File: config.mk
export PLATFORM = sky130hd
export DESIGN_NAME = buffered_register_map_core
export DESIGN_NICKNAME = d
export VERILOG_FILES = /design/src/buffered_register_map_pkg.sv /design/src/buffered_register_map_core.sv
export VERILOG_INCLUDE_DIRS = /design/src
export SDC_FILE = /design/constraint.sdc
export NUM_CORES = 1
export LEC_CHECK = 0
export ABC_CLOCK_PERIOD_IN_PS = 2100
export BUFFER_PORTS_ARGS = -buffer_cell sky130_fd_sc_hd__buf_2
export CAP_MARGIN = 20
export CORE_MARGIN = 5
export CORE_UTILIZATION = 30
export DETAILED_ROUTE_END_ITERATION = 8
export MAX_ROUTING_LAYER = met4
export PLACE_DENSITY_LB_ADDON = 0.1
export SYNTH_ARGS = -nofsm -noshare
export SYNTH_HDL_FRONTEND = slang
export SYNTH_SLANG_ARGS = --single-unit
File: constraint.sdc
create_clock -name i_core_clk -period 2.1 [get_ports i_core_clk]
set_clock_uncertainty 0.2 [all_clocks]
set_input_delay 0.42 -clock i_core_clk [delete_from_list [all_inputs] [get_ports i_core_clk]]
set_output_delay 0.42 -clock i_core_clk [all_outputs]
set_load 0.1 [all_outputs]
File: src/buffered_register_map_params.svh
`ifndef BUFFERED_REGISTER_MAP_PARAMS_SVH
`define BUFFERED_REGISTER_MAP_PARAMS_SVH

// ----------------------------------------
// Map range and offsets
// ----------------------------------------
`define MAP_LAST_ADDR        16'h0E3F
`define ADDR_PORT_CONFIG     16'h0000
`define ADDR_SPARE_ONE       16'h0001
`define ADDR_SILICON_REV     16'h0002
`define ADDR_PART_ID         16'h0003
`define ADDR_READBACK_SEL    16'h0004
`define ADDR_UPDATE          16'h0005
`define ADDR_STEP_LOW        16'h0314
`define ADDR_STEP_HIGH       16'h0315
`define ADDR_SLOW_CONTROL    16'h0320
`define ADDR_STATUS_SNAP     16'h0D00
`define ADDR_SEQ_FIRST       16'h0E10
`define ADDR_SEQ_LAST        16'h0E3F

// ----------------------------------------
// Field positions
// ----------------------------------------
`define BIT_READBACK_STAGED  0
`define BIT_UPDATE_TRIGGER   0
`define BIT_ACTION_REQUEST   0

// ----------------------------------------
// Reset values
// ----------------------------------------
`define RST_PORT_CONFIG      8'h10
`define RST_SPARE_ONE        8'h00
`define RST_READBACK_SEL     8'h00
`define RST_STEP_SIZE        16'h03E8
`define RST_SLOW_CONTROL     8'h00
`define RST_STATUS_SNAP      8'h00
`define RST_SEQ_BYTE         8'h00

// ----------------------------------------
// Timing
// ----------------------------------------
`define SYSTEM_CLOCK_DIVIDE  32

`endif

File: src/buffered_register_map_pkg.sv
`default_nettype none

package buffered_register_map_pkg;

  // ----------------------------------------
  // Byte access request of one master
  // ----------------------------------------
  typedef struct packed {
    logic        rd;
    logic        wr;
    logic [15:0] addr;
    logic [7:0]  wdata;
  } bus_req_t;

  // ----------------------------------------
  // System-clock class commit state
  // ----------------------------------------
  typedef enum logic [0:0] {
    COMMIT_IDLE    = 1'b0,
    COMMIT_PENDING = 1'b1
  } commit_state_t;

endpackage

`default_nettype wire

File: src/buffered_register_map_core.sv
// Functional notes
// - Decode 0x0000..0x0E3F, one byte per address; only mapped addresses have storage.
// - Multi-byte fields: LSB at D0 of lowest address, rising upward.
// - Phase offset step size resets to 0x03E8, low byte lower address.
// - Sequence range 0x0E10..0x0E3F is plain bytes, no multi-byte packing.
// - Buffered registers stage writes until an update copies them active.
// - Update from writing 1 to update bit 0 or pin active edge.
// - Serial-class transfer happens on the update event in core clock.
// - System-clock class transfer waits for the divide-by-32 tick.
// - Live registers act on writes at once, no staging copy.
// - Readback select 0 reads active copy, 1 reads staged copy; the EEPROM port always reads the staged copy.
// - Read-only snapshot refreshes only at an update event.
// - Autoclear bit takes effect at update, cleared when action completes.
// - Several classes on one register: strongest restriction applies.
// - Denied or unmapped: reads give zero, writes discarded.
// - Serial or EEPROM master, one at a time; EEPROM exclusive when busy.
// - Read-only registers stay readable while EEPROM busy.
// - EEPROM-excluded and read-only registers never reach the EEPROM.
`include "buffered_register_map_params.svh"
`default_nettype none

module buffered_register_map_core
  import buffered_register_map_pkg::*;
#(
  parameter logic [7:0] SILICON_REV = 8'h01, // Arbitrary value
  parameter logic [7:0] PART_ID     = 8'h5A, // Arbitrary value
  parameter int         DIVIDE      = `SYSTEM_CLOCK_DIVIDE
) (
  // Clock, reset, enable
  input  wire  logic       i_core_clk,
  input  wire  logic       i_resetn,
  input  wire  logic       i_clk_en,
  // Serial host port
  input  wire  bus_req_t   i_host_req,
  output var   logic [7:0] o_host_rdata,
  output var   logic       o_host_rvalid,
  // EEPROM controller port
  input  wire  logic       i_eeprom_busy,
  input  wire  bus_req_t   i_eeprom_req,
  output var   logic [7:0] o_eeprom_rdata,
  output var   logic       o_eeprom_rvalid,
  // Device side
  input  wire  logic       i_update_pin,
  input  wire  logic       i_action_done,
  input  wire  logic [7:0] i_status,
  output var   logic [7:0] o_port_config,
  output var   logic [15:0] o_step_size,
  output var   logic [7:0] o_slow_control,
  output var   logic       o_update_event
);

  localparam int DIV_W = $clog2(DIVIDE);

  // Elaboration check: the free divider only wraps cleanly at a power of two
  if (DIVIDE < 2 || (DIVIDE & (DIVIDE - 1)) != 0) begin : g_bad_divide
    $error("DIVIDE must be a power of two of at least 2");
  end

  // ----------------------------------------
  // Storage
  // ----------------------------------------
  logic [7:0]    port_config_reg;
  logic [7:0]    spare_reg;
  logic [7:0]    readback_reg;
  logic          update_bit_reg;
  logic [15:0]   step_staged_reg;
  logic [15:0]   step_active_reg;
  logic [7:0]    slow_staged_reg;
  logic [7:0]    slow_active_reg;
  logic [7:0]    status_snap_reg;
  logic [7:0]    seq_mem [`ADDR_SEQ_FIRST:`ADDR_SEQ_LAST];
  logic          pin_q_reg;
  logic [DIV_W-1:0] div_reg;
  commit_state_t commit_reg;

  // ----------------------------------------
  // Access classes
  // ----------------------------------------
  function automatic logic is_mapped(input logic [15:0] a);
    is_mapped = (a <= `MAP_LAST_ADDR) &&
                (a <= `ADDR_UPDATE || a == `ADDR_STEP_LOW || a == `ADDR_STEP_HIGH ||
                 a == `ADDR_SLOW_CONTROL || a == `ADDR_STATUS_SNAP ||
                 (a >= `ADDR_SEQ_FIRST && a <= `ADDR_SEQ_LAST));
  endfunction

  function automatic logic is_ro(input logic [15:0] a);
    is_ro = (a == `ADDR_SILICON_REV) || (a == `ADDR_PART_ID) || (a == `ADDR_STATUS_SNAP);
  endfunction

  function automatic logic is_eeprom_excl(input logic [15:0] a);
    is_eeprom_excl = (a <= `ADDR_UPDATE);
  endfunction

  // Most restrictive class wins: each class can only remove access
  function automatic logic allowed(input logic [15:0] a, input logic eeprom, input logic busy);
    logic ok;
    ok = is_mapped(a);
    if (eeprom) begin
      ok = ok && busy && !is_ro(a) && !is_eeprom_excl(a);
    end else if (busy) begin
      ok = ok && is_ro(a);
    end
    allowed = ok;
  endfunction

  function automatic logic [7:0] read_byte(input logic [15:0] a, input logic staged_sel);
    logic [7:0] d;
    d = 8'h00;
    if (a >= `ADDR_SEQ_FIRST && a <= `ADDR_SEQ_LAST) begin
      d = seq_mem[a];
    end else begin
      unique case (a)
        `ADDR_PORT_CONFIG:  d = port_config_reg;
        `ADDR_SPARE_ONE:    d = spare_reg;
        `ADDR_SILICON_REV:  d = SILICON_REV;
        `ADDR_PART_ID:      d = PART_ID;
        `ADDR_READBACK_SEL: d = readback_reg;
        `ADDR_UPDATE:       d = {7'h00, update_bit_reg};
        `ADDR_STEP_LOW:     d = staged_sel ? step_staged_reg[7:0] : step_active_reg[7:0];
        `ADDR_STEP_HIGH:    d = staged_sel ? step_staged_reg[15:8] : step_active_reg[15:8];
        `ADDR_SLOW_CONTROL: d = staged_sel ? slow_staged_reg : slow_active_reg;
        `ADDR_STATUS_SNAP:  d = status_snap_reg;
        default:            d = 8'h00;
      endcase
    end
    read_byte = d;
  endfunction

  // ----------------------------------------
  // Write arbitration
  // ----------------------------------------
  logic        host_wr_ok;
  logic        eeprom_wr_ok;
  logic        wr_en;
  logic [15:0] wr_addr;
  logic [7:0]  wr_data;
  logic        upd_evt;
  logic        tick;
  logic        staged_sel;

  assign host_wr_ok   = i_host_req.wr && allowed(i_host_req.addr, 1'b0, i_eeprom_busy);
  assign eeprom_wr_ok = i_eeprom_req.wr && allowed(i_eeprom_req.addr, 1'b1, i_eeprom_busy);
  // Both sources pass allowed() together only while busy with a host read-only address; the EEPROM write then wins
  assign wr_en   = host_wr_ok || eeprom_wr_ok;
  assign wr_addr = eeprom_wr_ok ? i_eeprom_req.addr : i_host_req.addr;
  assign wr_data = eeprom_wr_ok ? i_eeprom_req.wdata : i_host_req.wdata;
  assign staged_sel = readback_reg[`BIT_READBACK_STAGED];

  // Pin is taken as synchronous; rising edge means the active level arrived
  assign upd_evt = (wr_en && wr_addr == `ADDR_UPDATE && wr_data[`BIT_UPDATE_TRIGGER]) ||
                   (i_update_pin && !pin_q_reg);
  assign tick    = (div_reg == DIV_W'(DIVIDE - 1));

  // ----------------------------------------
  // Live registers
  // ----------------------------------------
  always_ff @(posedge i_core_clk or negedge i_resetn) begin
    if (!i_resetn) begin
      port_config_reg <= `RST_PORT_CONFIG;
      spare_reg       <= `RST_SPARE_ONE;
      readback_reg    <= `RST_READBACK_SEL;
    end else if (i_clk_en && wr_en) begin
      // Writes act at once, no staging copy
      if (wr_addr == `ADDR_PORT_CONFIG) begin
        port_config_reg <= wr_data;
      end
      if (wr_addr == `ADDR_SPARE_ONE) begin
        spare_reg <= wr_data;
      end
      if (wr_addr == `ADDR_READBACK_SEL) begin
        readback_reg <= wr_data;
      end
    end
  end

  // Sequence bytes are kept individually, never packed
  always_ff @(posedge i_core_clk or negedge i_resetn) begin
    if (!i_resetn) begin
      for (int i = `ADDR_SEQ_FIRST; i <= `ADDR_SEQ_LAST; i++) begin
        seq_mem[i] <= `RST_SEQ_BYTE;
      end
    end else if (i_clk_en && wr_en && wr_addr >= `ADDR_SEQ_FIRST && wr_addr <= `ADDR_SEQ_LAST) begin
      seq_mem[wr_addr] <= wr_data;
    end
  end

  // ----------------------------------------
  // Staged registers
  // ----------------------------------------
  always_ff @(posedge i_core_clk or negedge i_resetn) begin
    if (!i_resetn) begin
      step_staged_reg <= `RST_STEP_SIZE;
      slow_staged_reg <= `RST_SLOW_CONTROL;
    end else if (i_clk_en && wr_en) begin
      if (wr_addr == `ADDR_STEP_LOW) begin
        step_staged_reg[7:0] <= wr_data;
      end
      if (wr_addr == `ADDR_STEP_HIGH) begin
        step_staged_reg[15:8] <= wr_data;
      end
      if (wr_addr == `ADDR_SLOW_CONTROL) begin
        slow_staged_reg <= wr_data;
      end
    end
  end

  // ----------------------------------------
  // Serial-class commit and snapshot
  // ----------------------------------------
  always_ff @(posedge i_core_clk or negedge i_resetn) begin
    if (!i_resetn) begin
      step_active_reg <= `RST_STEP_SIZE;
      status_snap_reg <= `RST_STATUS_SNAP;
      pin_q_reg       <= 1'b0;
    end else if (i_clk_en) begin
      pin_q_reg <= i_update_pin;
      if (upd_evt) begin
        step_active_reg <= step_staged_reg;
        status_snap_reg <= i_status;
      end
    end
  end

  // ----------------------------------------
  // System-clock class commit
  // ----------------------------------------
  always_ff @(posedge i_core_clk or negedge i_resetn) begin
    if (!i_resetn) begin
      div_reg <= '0;
    end else if (i_clk_en) begin
      div_reg <= div_reg + DIV_W'(1);
    end
  end

  always_ff @(posedge i_core_clk or negedge i_resetn) begin
    if (!i_resetn) begin
      commit_reg <= COMMIT_IDLE;
    end else if (i_clk_en) begin
      unique case (commit_reg)
        COMMIT_IDLE:    commit_reg <= upd_evt ? COMMIT_PENDING : COMMIT_IDLE;
        // A new update during the tick keeps the request alive
        COMMIT_PENDING: commit_reg <= (tick && !upd_evt) ? COMMIT_IDLE : COMMIT_PENDING;
      endcase
    end
  end

  always_ff @(posedge i_core_clk or negedge i_resetn) begin
    if (!i_resetn) begin
      slow_active_reg <= `RST_SLOW_CONTROL;
    end else if (i_clk_en) begin
      if (commit_reg == COMMIT_PENDING && tick) begin
        // Commit wins over a completion in the same cycle
        slow_active_reg <= slow_staged_reg;
      end else if (i_action_done) begin
        slow_active_reg[`BIT_ACTION_REQUEST] <= 1'b0;
      end
    end
  end

  always_ff @(posedge i_core_clk or negedge i_resetn) begin
    if (!i_resetn) begin
      update_bit_reg <= 1'b0;
    end else if (i_clk_en) begin
      if (upd_evt) begin
        update_bit_reg <= 1'b1;
      end else if (commit_reg == COMMIT_IDLE || tick) begin
        update_bit_reg <= 1'b0;
      end
    end
  end

  // ----------------------------------------
  // Read ports and outputs
  // ----------------------------------------
  always_ff @(posedge i_core_clk or negedge i_resetn) begin
    if (!i_resetn) begin
      o_host_rdata    <= 8'h00;
      o_host_rvalid   <= 1'b0;
      o_eeprom_rdata  <= 8'h00;
      o_eeprom_rvalid <= 1'b0;
    end else if (i_clk_en) begin
      o_host_rvalid   <= i_host_req.rd;
      o_eeprom_rvalid <= i_eeprom_req.rd;
      o_host_rdata    <= allowed(i_host_req.addr, 1'b0, i_eeprom_busy) ?
                         read_byte(i_host_req.addr, staged_sel) : 8'h00;
      // EEPROM store always sees what it loads: the staged copy
      o_eeprom_rdata  <= allowed(i_eeprom_req.addr, 1'b1, i_eeprom_busy) ?
                         read_byte(i_eeprom_req.addr, 1'b1) : 8'h00;
    end
  end

  always_ff @(posedge i_core_clk or negedge i_resetn) begin
    if (!i_resetn) begin
      o_port_config  <= `RST_PORT_CONFIG;
      o_step_size    <= `RST_STEP_SIZE;
      o_slow_control <= `RST_SLOW_CONTROL;
      o_update_event <= 1'b0;
    end else if (i_clk_en) begin
      o_port_config  <= port_config_reg;
      o_step_size    <= step_active_reg;
      o_slow_control <= slow_active_reg;
      o_update_event <= upd_evt;
    end
  end
endmodule

`default_nettype wire

==> flow_summary.toml <==
[clock_tree]
root_buffer = "clkbuf_16"
path_clk_slew_ns = 0.06
cts_made_buffers = 66
clock_path_buffers = 3
clock_latency_ns = 0.62
cts_tree = "built"
clock_sinks = 523
h-tree-depth = 3

[synth]
syn_area_per_cell_um2 = 14.80
async_flop_share_pct = 100.0
synthTopCellsByArea = "dfrtp_1, mux2_2, mux4_2, dfstp_2, clkbuf_1"
synth_edf_count = 0
synthCells = 1896
synth-seq-area-share_pct = 46.73
ys_types = 69
ys_ff_latch = 523
syn-num-nets = 1964
synth_ff_type = "dfrtp_1"
synth_area_mm2 = 0.02806
yosysWarningCount = 0
synth_top_area_cell = "dfrtp_1"
synth_top_area_share_pct = 44.86

[finish]
layout-drive-gt1-share_pct = 63.64
largest_reg_flops = 384
nFillCells = 8651
areaGrowthSynthToFinish_pct = 34.44
stdcell_count = 3696
fin_area_mm2 = 0.03772
n_antenna_cell = 0
regMostFlops = "seq_mem"
fin_nets = 2459

[drt]
final_antenna_net_count = 0
firstDrtPassIters = 6
drt_iter0_drc = 1243
wirelength_um = 102000
drc = 0
vias = 19620
post_drt_wl_per_cell_um = 27.59
avgViaCountPerCell = 5.310

[floorplanning]
core_area_mm2 = 0.09305
dieHeight_um = 315.8
dieWidth_um = 315.8
die_area_mm2 = 0.09974
io_pins = 117
rows = 112
start_util_pct = 30.15

[timing]
setup_viol = 483
fin_crit_sh_pct = 136.0
hold_viol = 0
slew_headroom_pct = 52.32
worstMarginPinSlew_ns = 0.7153
slew_violations = 0
fin_crit_ns = 2.857
rsz0062_at_grt = "true"
setup_slack_ns = -0.7570
fmax_mhz = 350.0

[critical_path]
reg2reg_to = "o_host_rdata[1]"
worst_setup_path_start_kind = "primary input"
r2r_slack_ns = -0.64
slowest_delay_ns = 0.55
worstPathBufferInverterCount = 5
arrival_ns = 3.14
cp.required_ns = 2.39
cp_max_fo = 8
reg2reg_depth = 7
crit_family = "simple AND/OR/NAND/NOR gates"
slowest_stage = "or4_4"
path_cells = "buf_6 > or4_4 > nor4_4 > o31a_1 > o211ai_4 > buf_6 > nor4_4 > buf_4 > buf_8 > o21ai_4 > buf_12 > mux2_4"
path_class = "primary input to register"
end_kind = "register"
regToRegStartpoint = "seq_mem[57]"

[grt]
grt_max_degree = 60
grt_pass1_wl_um = 149800
antenna_found_initial = 2
grt_use_total_pct = 21.04
grt_pass1_vias = 21240
grt_overflow = 0

[job]
cap_violations = 0

[placed_design]
placedInstanceArea_mm2 = 0.03471
post-place-cells = 3535
io_buffers = 116
hpwl_um = 73270
gp_congestion = 0.8735

[run_status]
failed_checks = "negative setup slack"
status = "finished, violations left"

[power]
leakage_uw = 0.01718
powerDensity_mw_per_mm2 = 630.0
ir_worst_vdd_v = 0.0004987

[worst_hold_path]
hold_path_class = "primary input to async pin"
## worst register-to-register path, stage by stage, from the launching register on
cell      delay (ns)
dfrtp_1         0.40
mux4_2          0.45
mux4_2          0.54
nand2b_4        0.19
o211ai_1        0.15
o211ai_1        0.23
o211ai_1        0.30
o21ai_1         0.13
## layout by cell type (no fill, tap or decap), drive strengths merged, types with 20 or more instances in the layout
| master | n |
|---|---|
| dfstp | 20 |
| o211ai | 23 |
| o21ai | 46 |
| dfrtp | 503 |
| a21oi | 31 |
| nand3 | 26 |
| mux2i | 21 |
| dlygate4sd3 | 21 |
| mux4 | 240 |
| mux2 | 523 |
| clkbuf | 100 |
| nor2 | 41 |
| nand2 | 81 |
| buf | 542 |
## Yosys cell counts, drive strengths merged (20+ instances only)
master	n
mux2	523
dfrtp	503
mux4	240
clkbuf	104
nand2	81
o21ai	46
nor2	41
buf	33
a21oi	31
nand3	26
o211ai	23
mux2i	21
dfstp	20
## through the flow
step           hold WS (ns)  setup WS (ns)  total power, uW  util (%)  setup TNS [ns]
4_1_cts              0.1200        -0.6882            24160     40.39         -255.17
2_1_floorplan      -0.07559         -1.477            11390         -         -569.84
3_5_place_dp         0.1926         -1.492            12420     37.30         -633.82
5_1_grt              0.1343        -0.7982            24690     40.54         -318.23
3_3_place_gp         0.1948         -1.432            12400     37.30         -622.56
6_report             0.1589        -0.7570            23770     40.54         -286.52
## report_power, final
| part | leakage [uW] | switching (uW) | internal (uW) |
|---|---|---|---|
| sequential | 0.00719 | 117 | 10200 |
| clock | 0.00108 | 4650 | 6830 |
| combinational | 0.00891 | 1200 | 772 |
## cell type report
class                   count  area, um2  share of cell area, %
multi-input cells        1226      15560                  41.25
flip-flops and latches    523      13110                  34.76
repair buffers            564       5251                  13.92
clock buffers              99       1988                  5.271
well taps                1254       1569                  4.159
clock inverters            20      202.7                 0.5373
inverters                  10      37.54                0.09951
## repair_timing
item	4_1_cts	5_1_grt
buffers inserted	19	7
gates cloned	0	0
resized for setup	65	21
hold endpoints to repair	524	0
pin swaps	30	22
hold buffers	21	0
endpoints found under the setup margin	492	494
## logic make-up (layout without fill, tap and decap cells)
family	Yosys count	count (layout)	synth area share (%)
muxes	784	784	41.00
DFF	523	523	46.73
and+or+nand+nor	240	240	4.531
AOI/OAI and AO/OA	197	197	5.556
buffers and inverters	147	693	1.993
xor gates and xnor gates	3	3	0.09366
adders and majority gates	2	2	0.08917
## how the worst max path moves through the flow
stage	from	to	slack (ns)	cells past startpoint
global placement	i_eeprom_req[23]	seq_mem[137]	-1.43	11
floorplan	i_host_req[20]	seq_mem[0]	-1.48	7
detailed placement	i_host_req[9]	seq_mem[310]	-1.49	12
global route	i_host_req[22]	seq_mem[20]	-0.80	12
finish	i_host_req[22]	seq_mem[20]	-0.76	12
CTS	seq_mem[113]	o_host_rdata[1]	-0.69	7
## metal layers
layer  part of all wire [%]  global-route usage, %
met1                     44                  27.09
met3                    3.5                  2.786
met2                     50                  35.37
met5                      0                      -
met4                    2.6                  5.574
Power figures use the tool's default switching activity.
